### config.mk
export PLATFORM = sky130hd
export DESIGN_NAME = sdwp_top
export DESIGN_NICKNAME = d
export VERILOG_FILES = /design/src/include/sdwp_pkg.sv /design/src/rtl/sdwp_bank.sv /design/src/rtl/sdwp_top.sv
export VERILOG_INCLUDE_DIRS = /design/src /design/src/include
export SDC_FILE = /design/constraint.sdc
export NUM_CORES = 1
export LEC_CHECK = 0
export BUFFER_PORTS_ARGS = -buffer_cell sky130_fd_sc_hd__buf_2
export CAP_MARGIN = 15
export CORE_ASPECT_RATIO = 1.75
export CORE_MARGIN = 3
export CORE_UTILIZATION = 59
export CTS_CLUSTER_DIAMETER = 50
export CTS_CLUSTER_SIZE = 10
export DETAILED_ROUTE_END_ITERATION = 8
export PLACE_DENSITY = 0.86
export SLEW_MARGIN = 20
export SYNTH_ARGS = -nofsm -noshare
export SYNTH_HDL_FRONTEND = slang
export SYNTH_SLANG_ARGS = --single-unit
### constraint.sdc
create_clock -name clk_i -period 6.6 [get_ports clk_i]
set_input_delay 0.99 -clock clk_i [delete_from_list [all_inputs] [get_ports clk_i]]
set_output_delay 0.99 -clock clk_i [all_outputs]
set_load 0.1 [all_outputs]
### src/include/sdwp_consts.svh
// Constants for the SDRAM write and precharge block
`ifndef SDWP_CONSTS_SVH
`define SDWP_CONSTS_SVH

// Register offsets on the plain register port
`define SDWP_REG_MODE 4'h0
`define SDWP_REG_STATUS 4'h4
`define SDWP_REG_WCOUNT 4'h8

// Mode register fields and reset value
`define SDWP_MODE_RST 10'h023
`define SDWP_MODE_MASK 10'h277
`define SDWP_BL_MSB 2
`define SDWP_BL_LSB 0
`define SDWP_CL_MSB 6
`define SDWP_CL_LSB 4
`define SDWP_WBM_BIT 9
`define SDWP_BL_CONT 3'h7

// Status register fields
`define SDWP_ST_WR_BIT 8
`define SDWP_ST_RD_BIT 9

// Address pin fields
`define SDWP_SCOPE_BIT 10
`define SDWP_COL_MSB 7

// Timing in ns and derived clock counts (least times round up, min 1)
`define SDWP_CLK_NS 50
`define SDWP_TWR_NS 15
`define SDWP_TRP_NS 20
`define SDWP_WR_RAW ((`SDWP_TWR_NS + `SDWP_CLK_NS - 1) / `SDWP_CLK_NS)
`define SDWP_WR_CYC ((`SDWP_WR_RAW < 1) ? 1 : `SDWP_WR_RAW)
`define SDWP_RP_RAW ((`SDWP_TRP_NS + `SDWP_CLK_NS - 1) / `SDWP_CLK_NS)
`define SDWP_TRP_CYC ((`SDWP_RP_RAW < 1) ? 1 : `SDWP_RP_RAW)

`endif

### src/include/sdwp_pkg.sv
// Types shared by the SDRAM write and precharge block
package sdwp_pkg;
  // Data word on the DQ pins
  typedef logic [15:0] sdwp_word_t;
  // Per-bank state
  typedef enum logic [1:0] {BANK_IDLE, BANK_ACTIVE, BANK_PRECH} sdwp_bank_st_t;
  // Decoded command
  typedef enum logic [2:0] {
    CMD_NOP, CMD_ACT, CMD_READ, CMD_WRITE, CMD_PRE, CMD_BST, CMD_OTHER
  } sdwp_cmd_t;
endpackage

### src/rtl/sdwp_bank.sv
// One bank: idle, active or precharging, with pending auto precharge
`timescale 1ns/1ns
`default_nettype none
`include "sdwp_consts.svh"
module sdwp_bank (
  // Clock and reset
  input wire logic clk_i,
  input wire logic rst_n_i,
  // Bank requests
  input wire logic activate_i,
  input wire logic precharge_i,
  input wire logic schedule_i,
  // Bank state
  output sdwp_pkg::sdwp_bank_st_t state_o
);
  import sdwp_pkg::*;

  sdwp_bank_st_t st_ff, nxt_st; // Bank state
  logic pend_ff, nxt_pend; // Auto precharge waiting on recovery
  logic [3:0] cnt_ff, nxt_cnt; // Recovery or precharge countdown

  // Next state of the bank
  always_comb begin
    nxt_st = st_ff;
    nxt_pend = pend_ff;
    nxt_cnt = cnt_ff;
    case (st_ff)
      BANK_IDLE: begin
        if (activate_i) begin
          nxt_st = BANK_ACTIVE;
        end
      end
      BANK_ACTIVE: begin
        // explicit precharge wins over pending one
        if (precharge_i) begin
          nxt_st = BANK_PRECH;
          nxt_pend = 1'b0;
          nxt_cnt = 4'(`SDWP_TRP_CYC);
        end else if (schedule_i) begin
          // recovery of at least one clock
          nxt_pend = 1'b1;
          nxt_cnt = 4'(`SDWP_WR_CYC);
        end else if (pend_ff) begin
          if (cnt_ff == 4'h1) begin
            nxt_st = BANK_PRECH;
            nxt_pend = 1'b0;
            nxt_cnt = 4'(`SDWP_TRP_CYC);
          end else begin
            nxt_cnt = cnt_ff - 4'h1;
          end
        end
      end
      BANK_PRECH: begin
        if (cnt_ff == 4'h1) begin
          nxt_st = BANK_IDLE;
        end else begin
          nxt_cnt = cnt_ff - 4'h1;
        end
      end
      default: begin
        nxt_st = BANK_IDLE;
      end
    endcase
  end

  // Register the bank state
  always_ff @(posedge clk_i or negedge rst_n_i) begin
    if (!rst_n_i) begin
      st_ff <= BANK_IDLE;
      pend_ff <= 1'b0;
      cnt_ff <= 4'h0;
    end else begin
      st_ff <= nxt_st;
      pend_ff <= nxt_pend;
      cnt_ff <= nxt_cnt;
    end
  end

  assign state_o = st_ff;
endmodule
`default_nettype wire

### src/rtl/sdwp_top.sv
// SDRAM write burst, data mask and precharge logic with register port
// Function
// - First data captured with WRITE edge
// - After burst, ignore data, stay high-Z
// - Continuous page wraps to column zero
// - New WRITE truncates, data is new
// - READ truncates write, data ignored
// - Auto precharge recovery at least one clock
// - Burst terminate edge data is ignored
// - Single-write mode writes one column
// - Scope bit high closes all banks
// - Precharged bank idle until activated
// - Scope bit with access selects auto precharge
// - Continuous length overrides single-write, no auto
// - READ cuts auto-precharging read, precharge starts
// - WRITE cuts auto-precharging read, precharge starts
// - READ cuts auto write, recovery then precharge
// - WRITE cuts auto write, recovery then precharge
`timescale 1ns/1ns
`default_nettype none
`include "sdwp_consts.svh"
module sdwp_top (
  // Clock and reset
  input wire logic clk_i,
  input wire logic rst_n_i,
  // Command and address pins
  input wire logic cs_n_i,
  input wire logic ras_n_i,
  input wire logic cas_n_i,
  input wire logic we_n_i,
  input wire logic [11:0] addr_i,
  input wire logic bank_select_low_i,
  input wire logic bank_select_high_i,
  // Data pins
  input wire logic dqm_i,
  input wire sdwp_pkg::sdwp_word_t dq_i,
  output sdwp_pkg::sdwp_word_t dq_o,
  output logic dq_oe_o,
  // Register port
  input wire logic [3:0] reg_addr_i,
  input wire logic [31:0] reg_wdata_i,
  input wire logic reg_wr_i,
  input wire logic reg_rd_i,
  output logic [31:0] reg_rdata_o,
  // Write burst in progress
  output logic wr_busy_o
);
  import sdwp_pkg::*;

  // Burst length from the mode code, continuous gives a full page
  function automatic logic [8:0] bl_len(input logic [2:0] code);
    case (code)
      3'h0: bl_len = 9'h001;
      3'h1: bl_len = 9'h002;
      3'h2: bl_len = 9'h004;
      3'h3: bl_len = 9'h008;
      default: bl_len = 9'h100;
    endcase
  endfunction

  // Next column, wrapping inside the burst block or the page
  function automatic logic [7:0] nxt_col(input logic [7:0] col,
                                         input logic [8:0] len);
    logic [7:0] m;
    m = 8'(len - 9'h001);
    nxt_col = (col & ~m) | ((col + 8'h01) & m);
  endfunction

  logic [9:0] mode_ff, nxt_mode; // Mode register
  logic [31:0] rdata_ff, nxt_rdata; // Read data of the register port
  logic [15:0] wcnt_ff, nxt_wcnt; // Count of written elements
  logic wr_act_ff, nxt_wr_act; // Write burst running
  logic [1:0] wr_bank_ff, nxt_wr_bank; // Bank of the write burst
  logic [7:0] wr_col_ff, nxt_wr_col; // Column for the next element
  logic [8:0] wr_left_ff, nxt_wr_left; // Elements still to come
  logic [8:0] wr_len_ff, nxt_wr_len; // Length of the write burst
  logic wr_ap_ff, nxt_wr_ap; // Write burst has auto precharge
  logic wr_cont_ff, nxt_wr_cont; // Write burst is continuous
  logic rd_act_ff, nxt_rd_act; // Read burst running
  logic [1:0] rd_bank_ff, nxt_rd_bank; // Bank of the read burst
  logic [8:0] rd_left_ff, nxt_rd_left; // Read elements still to come
  logic rd_ap_ff, nxt_rd_ap; // Read burst has auto precharge
  sdwp_word_t mem [1024]; // Array contents, four banks of one page
  logic mem_we; // Store one element this edge
  logic [9:0] mem_addr; // Bank and column of the store
  logic [3:0] bk_act, bk_pre, bk_sched; // Per-bank requests
  sdwp_bank_st_t bk_st [4]; // Per-bank state
  sdwp_cmd_t cmd; // Decoded command
  logic [1:0] ba; // Selected bank
  logic [7:0] col; // Selected column
  logic scope; // Precharge scope or auto precharge bit
  logic cont; // Continuous page mode programmed
  logic wr_go, rd_go; // Access accepted this edge
  logic [8:0] len; // Programmed burst length

  // Pin decode
  always_comb begin
    case ({cs_n_i, ras_n_i, cas_n_i, we_n_i})
      4'b0011: cmd = CMD_ACT;
      4'b0101: cmd = CMD_READ;
      4'b0100: cmd = CMD_WRITE;
      4'b0010: cmd = CMD_PRE;
      4'b0110: cmd = CMD_BST;
      4'b0111: cmd = CMD_NOP;
      default: cmd = cs_n_i ? CMD_NOP : CMD_OTHER;
    endcase
  end
  assign ba = {bank_select_high_i, bank_select_low_i};
  assign col = addr_i[`SDWP_COL_MSB:0];
  assign scope = addr_i[`SDWP_SCOPE_BIT];
  assign cont = (mode_ff[`SDWP_BL_MSB:`SDWP_BL_LSB] == `SDWP_BL_CONT);
  assign len = bl_len(mode_ff[`SDWP_BL_MSB:`SDWP_BL_LSB]);
  // access only to an active bank
  assign wr_go = (cmd == CMD_WRITE) && (bk_st[ba] == BANK_ACTIVE);
  assign rd_go = (cmd == CMD_READ) && (bk_st[ba] == BANK_ACTIVE);

  // Burst engine: next burst state, array stores and bank requests
  always_comb begin
    nxt_wr_act = wr_act_ff;
    nxt_wr_bank = wr_bank_ff;
    nxt_wr_col = wr_col_ff;
    nxt_wr_left = wr_left_ff;
    nxt_wr_len = wr_len_ff;
    nxt_wr_ap = wr_ap_ff;
    nxt_wr_cont = wr_cont_ff;
    nxt_rd_act = rd_act_ff;
    nxt_rd_bank = rd_bank_ff;
    nxt_rd_left = rd_left_ff;
    nxt_rd_ap = rd_ap_ff;
    mem_we = 1'b0;
    mem_addr = {wr_bank_ff, wr_col_ff};
    bk_act = 4'h0;
    bk_pre = 4'h0;
    bk_sched = 4'h0;
    // Running bursts advance only on NOP, ACTIVE and other edges, not on PRECHARGE or column commands
    if (cmd == CMD_NOP || cmd == CMD_ACT || cmd == CMD_OTHER) begin
      if (wr_act_ff) begin
        mem_we = !dqm_i;
        nxt_wr_col = nxt_col(wr_col_ff, wr_len_ff);
        if (!wr_cont_ff) begin
          nxt_wr_left = wr_left_ff - 9'h001;
          if (wr_left_ff == 9'h001) begin
            nxt_wr_act = 1'b0;
            bk_sched[wr_bank_ff] = wr_ap_ff;
          end
        end
      end
      if (rd_act_ff && !(cont && !rd_ap_ff && rd_left_ff == 9'h0)) begin
        nxt_rd_left = rd_left_ff - 9'h001;
        if (rd_left_ff == 9'h001) begin
          nxt_rd_act = 1'b0;
          // read auto precharge at end of burst
          bk_pre[rd_bank_ff] = rd_ap_ff;
        end
      end
    end
    case (cmd)
      CMD_ACT: begin
        bk_act[ba] = 1'b1;
      end
      CMD_WRITE: begin
        if (wr_go) begin
          // old auto write recovers from this edge
          if (wr_act_ff && wr_ap_ff && wr_bank_ff != ba) begin
            bk_sched[wr_bank_ff] = 1'b1;
          end
          if (rd_act_ff && rd_ap_ff && rd_bank_ff != ba) begin
            bk_pre[rd_bank_ff] = 1'b1;
          end
          nxt_rd_act = 1'b0;
          // first element stored on the command edge
          mem_we = !dqm_i;
          mem_addr = {ba, col};
          nxt_wr_bank = ba;
          nxt_wr_cont = cont;
          nxt_wr_len = (mode_ff[`SDWP_WBM_BIT] && !cont) ? 9'h001 : len;
          nxt_wr_col = nxt_col(col, nxt_wr_len);
          nxt_wr_left = nxt_wr_len - 9'h001;
          // auto precharge per command, never continuous
          nxt_wr_ap = scope && !cont;
          nxt_wr_act = cont || (nxt_wr_len != 9'h001);
          if (!nxt_wr_act) begin
            bk_sched[ba] = nxt_wr_ap;
          end
        end
      end
      CMD_READ: begin
        if (rd_go) begin
          // auto write recovers counted from the READ
          if (wr_act_ff && wr_ap_ff && wr_bank_ff != ba) begin
            bk_sched[wr_bank_ff] = 1'b1;
          end
          // write burst stops, no data taken
          nxt_wr_act = 1'b0;
          if (rd_act_ff && rd_ap_ff && rd_bank_ff != ba) begin
            bk_pre[rd_bank_ff] = 1'b1;
          end
          nxt_rd_act = 1'b1;
          nxt_rd_bank = ba;
          nxt_rd_left = cont ? 9'h0 : len;
          nxt_rd_ap = scope && !cont;
          if (!cont && len == 9'h001) begin
            nxt_rd_act = 1'b0;
            bk_pre[ba] = nxt_rd_ap;
          end
        end
      end
      CMD_BST: begin
        // data on the terminate edge is dropped
        nxt_wr_act = 1'b0;
        nxt_rd_act = 1'b0;
      end
      CMD_PRE: begin
        // scope bit selects all banks or one
        if (scope) begin
          bk_pre = 4'hF;
          nxt_wr_act = 1'b0;
          nxt_rd_act = 1'b0;
        end else begin
          bk_pre[ba] = 1'b1;
          if (wr_bank_ff == ba) begin
            nxt_wr_act = 1'b0;
          end
          if (rd_bank_ff == ba) begin
            nxt_rd_act = 1'b0;
          end
        end
      end
      default: begin
        bk_act = 4'h0;
      end
    endcase
  end

  // Register the burst engine
  always_ff @(posedge clk_i or negedge rst_n_i) begin
    if (!rst_n_i) begin
      wr_act_ff <= 1'b0;
      wr_bank_ff <= 2'h0;
      wr_col_ff <= 8'h00;
      wr_left_ff <= 9'h000;
      wr_len_ff <= 9'h001;
      wr_ap_ff <= 1'b0;
      wr_cont_ff <= 1'b0;
      rd_act_ff <= 1'b0;
      rd_bank_ff <= 2'h0;
      rd_left_ff <= 9'h000;
      rd_ap_ff <= 1'b0;
    end else begin
      wr_act_ff <= nxt_wr_act;
      wr_bank_ff <= nxt_wr_bank;
      wr_col_ff <= nxt_wr_col;
      wr_left_ff <= nxt_wr_left;
      wr_len_ff <= nxt_wr_len;
      wr_ap_ff <= nxt_wr_ap;
      wr_cont_ff <= nxt_wr_cont;
      rd_act_ff <= nxt_rd_act;
      rd_bank_ff <= nxt_rd_bank;
      rd_left_ff <= nxt_rd_left;
      rd_ap_ff <= nxt_rd_ap;
    end
  end

  // Array store, no reset on contents
  always_ff @(posedge clk_i) begin
    if (mem_we) begin
      mem[mem_addr] <= dq_i;
    end
  end

  for (genvar g = 0; g < 4; g++) begin : g_bank
    sdwp_bank u_bank (
      .clk_i(clk_i),
      .rst_n_i(rst_n_i),
      .activate_i(bk_act[g]),
      .precharge_i(bk_pre[g]),
      .schedule_i(bk_sched[g]),
      .state_o(bk_st[g])
    );
  end

  // Register port: mode write, status and count reads
  always_comb begin
    logic [7:0] st_vec;
    st_vec = 8'h00;
    for (int i = 0; i < 4; i++) begin
      st_vec[2*i +: 2] = bk_st[i];
    end
    nxt_mode = mode_ff;
    nxt_wcnt = wcnt_ff + {15'h0, mem_we};
    nxt_rdata = 32'h0000_0000;
    if (reg_wr_i && reg_addr_i == `SDWP_REG_MODE) begin
      nxt_mode = reg_wdata_i[9:0] & `SDWP_MODE_MASK;
    end
    if (reg_rd_i) begin
      case (reg_addr_i)
        `SDWP_REG_MODE: nxt_rdata = {22'h0, mode_ff};
        `SDWP_REG_STATUS: begin
          nxt_rdata = {24'h000000, st_vec};
          nxt_rdata[`SDWP_ST_WR_BIT] = wr_act_ff;
          nxt_rdata[`SDWP_ST_RD_BIT] = rd_act_ff;
        end
        `SDWP_REG_WCOUNT: nxt_rdata = {16'h0000, wcnt_ff};
        default: nxt_rdata = 32'h0000_0000;
      endcase
    end
  end

  // Register file and output flops; data pins stay high-Z
  always_ff @(posedge clk_i or negedge rst_n_i) begin
    if (!rst_n_i) begin
      mode_ff <= `SDWP_MODE_RST;
      wcnt_ff <= 16'h0000;
      rdata_ff <= 32'h0000_0000;
    end else begin
      mode_ff <= nxt_mode;
      wcnt_ff <= nxt_wcnt;
      rdata_ff <= nxt_rdata;
    end
  end
  assign reg_rdata_o = rdata_ff;
  assign wr_busy_o = wr_act_ff;
  assign dq_o = 16'h0000;
  assign dq_oe_o = 1'b0;
endmodule
`default_nettype wire

==> out/summary.txt <==
Final net count: 731
Slew @ Worst Pin: 0.742 ns
H-tree Lvls: 3
Crit-path leading delay family: simple AND/OR/NAND/NOR gates
TritonCTS clock tree: yes
Final Util: 66.4%
GPL Wtd Cong: 0.943
Top post-synthesis cells by area: dfrtp_1, buf_4, ha_1
Die width: 79.7 um
Dpl cells: 747
Layout cells sized above 1: 13.5%
IO buf count: 39
Final hold viol count: 0
CP peak stage delay: 0.60 ns
FP Rows: 46
Clock Tree Buf Depth: 2
Cells along the critical path: buf_2, or4bb_1, nand2_1, o21ai_1, buf_4, a21oi_1, ha_1, ha_1, nand3_1, nor2_1, nand2_1, xnor2_1
Initial core utilization: 61.3%
DR iter-0 viols: 296
Post-route non-filler standard cell count: 763
CTS hold repair buffers: 0
Clock Latency Late Sink: 0.36 ns
Commonest cells post-synth: dfrtp_1, nor2_1, nand2_1
YS warnings: 0
Worst setup SP type: input pin
PwrDens: 333 nW/um2
Largest area contributor in the synthesized netlist: dfrtp_1
Period utilisation layout: 53.1%
Total core area: 9150 um2
Setup WS pre-CTS: 2.71 ns
Largest net degree at the start of global routing: 57
HP Class: reg -> reg
Status: finished, final reports clean
Slew headroom: 49.8%
Post-route ant nets: 0
All-Layer GR Usage: 24.7%
Top FF cell, synth: dfrtp_1
Power share of the clock group: 26.7%
Setup-failing EPs final: 0
Via count: 4,596
Clock sink count: 94
First-pass iteration count of the detailed router: 5
Synth Instances: 606
Gate power share: 31.0%
Slowest CP cell: or4bb_1
Yosys reg bits: 94
Multi-input gate area: 2960 um2
Root Driver: clkbuf_16
FILL cells: 713
P_sw: 785 uW
Syn-to-layout area delta: 8.27%
Synthesized cell area: 5610 um2
Storage cell area: 2360 um2
Max-cap violations: 0
Number of vias per cell: 6.02
First-pass GRT wire length: 21,000 um
DRC: 0
Async set or reset register ratio after synthesis: 100%
Sequential area share after synthesis: 42.0%
Vias in the first global route: 4,579
Worst Path Arrival: 3.75 ns
GR Overflow Total: 0
CP Capture Type: flip-flop
Worst Skew: 0.00733 ns
RSZ-0062 raised after global routing: no
Post-CTS Setup Inserts: 0
Post-synth top area share: 40.6%
Cell with the most instances after synthesis: dfrtp_1
Post-synth EDFFs: 0
I/O pin total: 125
DRT Wirelength: 12,700 um
Switching share of power: 38.8%
Hpwl dp: 9240 um
Critical Path RT: 6.84 ns
Max Slew Vio Count: 0
Fmax: 285 MHz
Setup TNS: 0 ns
Total power: 2.02 mW
Worst setup margin: 3.09 ns
Crit path time final: 3.51 ns
Synthesized area per cell: 9.26 um2
Die Area: 10,800 um2
Max IR drop VDD: 0.224 mV
Register share of total power: 42.3%
Initial antenna violation count: 0
Total CTS buffers: 9
Int Power: 1.24 mW
Avg WL per Cell: 16.6 um
PostCTS Resize Cnt: 0
Leak: 2.82 nW
Critical Path Fanout Max: 23
Bufs and invs on worst path: 2
Diode count: 0
Synth cell types: 71
Crit Path Class: in -> reg
Die Y: 135 um
Clock slew at reported path FFs: 0.07 ns
## through the flow
stage               hold slack (ns)  cell area (um2)
detailed placement            0.459             5770
CTS                           0.477             6070
finish                        0.474             6070
floorplan                     0.437             5730
global route                  0.503             6070
global placement              0.454             5770
## flip-flops by register name (all words and copies together), names as in the netlist
signal	cells
g_bank.u_bank.cnt_ff	16
reg_rdata_o	16
wcnt_ff	16
rd_left_ff	9
wr_left_ff	9
g_bank.u_bank.state_o	8
mode_ff	7
g_bank.u_bank.pend_ff	4
rd_bank_ff	2
wr_bank_ff	2
rd_act_ff	1
rd_ap_ff	1
wr_ap_ff	1
wr_busy_o	1
wr_cont_ff	1
## logic make-up after synthesis
family	count (synthesis)	share of synthesized area, %
AND/OR/NAND/NOR	231	21.7
AO/OA/AOI/OAI	134	15.9
flip-flops	94	42.0
buffers and inverters	75	7.38
XOR/XNOR	34	5.31
multiplexers	19	3.59
adder cells (fa/ha/maj)	18	4.01
other	1	0.0668
## cell type report
cell class	instances	area share, %
clock inverters	7	1.38
well taps	120	2.47
clock buffers	9	3.71
multi-input cells	469	48.7
inverters	23	1.42
repair buffers	41	3.50
flip-flops and latches	94	38.8
## worst paths after layout
check                              startpoint                          to  slack (ns)  depth (start not counted)
setup / recovery           bank_select_high_i                 wcnt_ff[10]        3.09                         12
max in group asynchronous             rst_n_i  g_bank[1].u_bank.cnt_ff[2]        4.96                          2
min in group asynchronous             rst_n_i  g_bank[2].u_bank.cnt_ff[1]        0.59                          1
hold / removal                    wcnt_ff[15]                 wcnt_ff[15]        0.47                          1
setup reg to reg                   mode_ff[9]  g_bank[3].u_bank.cnt_ff[0]        3.41                         11
hold reg to reg                   wcnt_ff[15]                 wcnt_ff[15]        0.47                          1
## power by group through the flow
| stage | sequential (mW) | clock [mW] | combinational (mW) |
|---|---|---|---|
| 2_1_floorplan | 0.813 | 0 | 0.523 |
| 3_3_place_gp | 0.851 | 0 | 0.583 |
| 3_5_place_dp | 0.861 | 0 | 0.614 |
| 4_1_cts | 0.851 | 0.546 | 0.626 |
| 5_1_grt | 0.871 | 0.576 | 0.692 |
| 6_report | 0.857 | 0.542 | 0.627 |
## cells in the final DEF, fill, tap and decap left out, types with 18 or more instances in the layout
cell type / netlist / routed
o21ai_0: 28 / 28
buf_2: 1 / 38
ha_1: 18 / 18
nor2_1: 54 / 54
a21oi_1: 39 / 39
xnor2_1: 21 / 21
inv_1: 23 / 23
conb_1: 1 / 33
nand2_1: 53 / 53
dfrtp_1: 91 / 91
## per-layer routing
metal | global-route usage [%] | wire, um | part of all wire, % | vias to the layer above
li1 | - | - | - | 2147
met1 | 26.5 | 4630 | 36 | 2215
met2 | 43.8 | 6760 | 53 | 189
met3 | 4.21 | 685 | 5.4 | 45
met4 | 15.8 | 613 | 4.8 | 0
met5 | 0 | 0 | 0 | -
(Power assumes the default switching activity.)
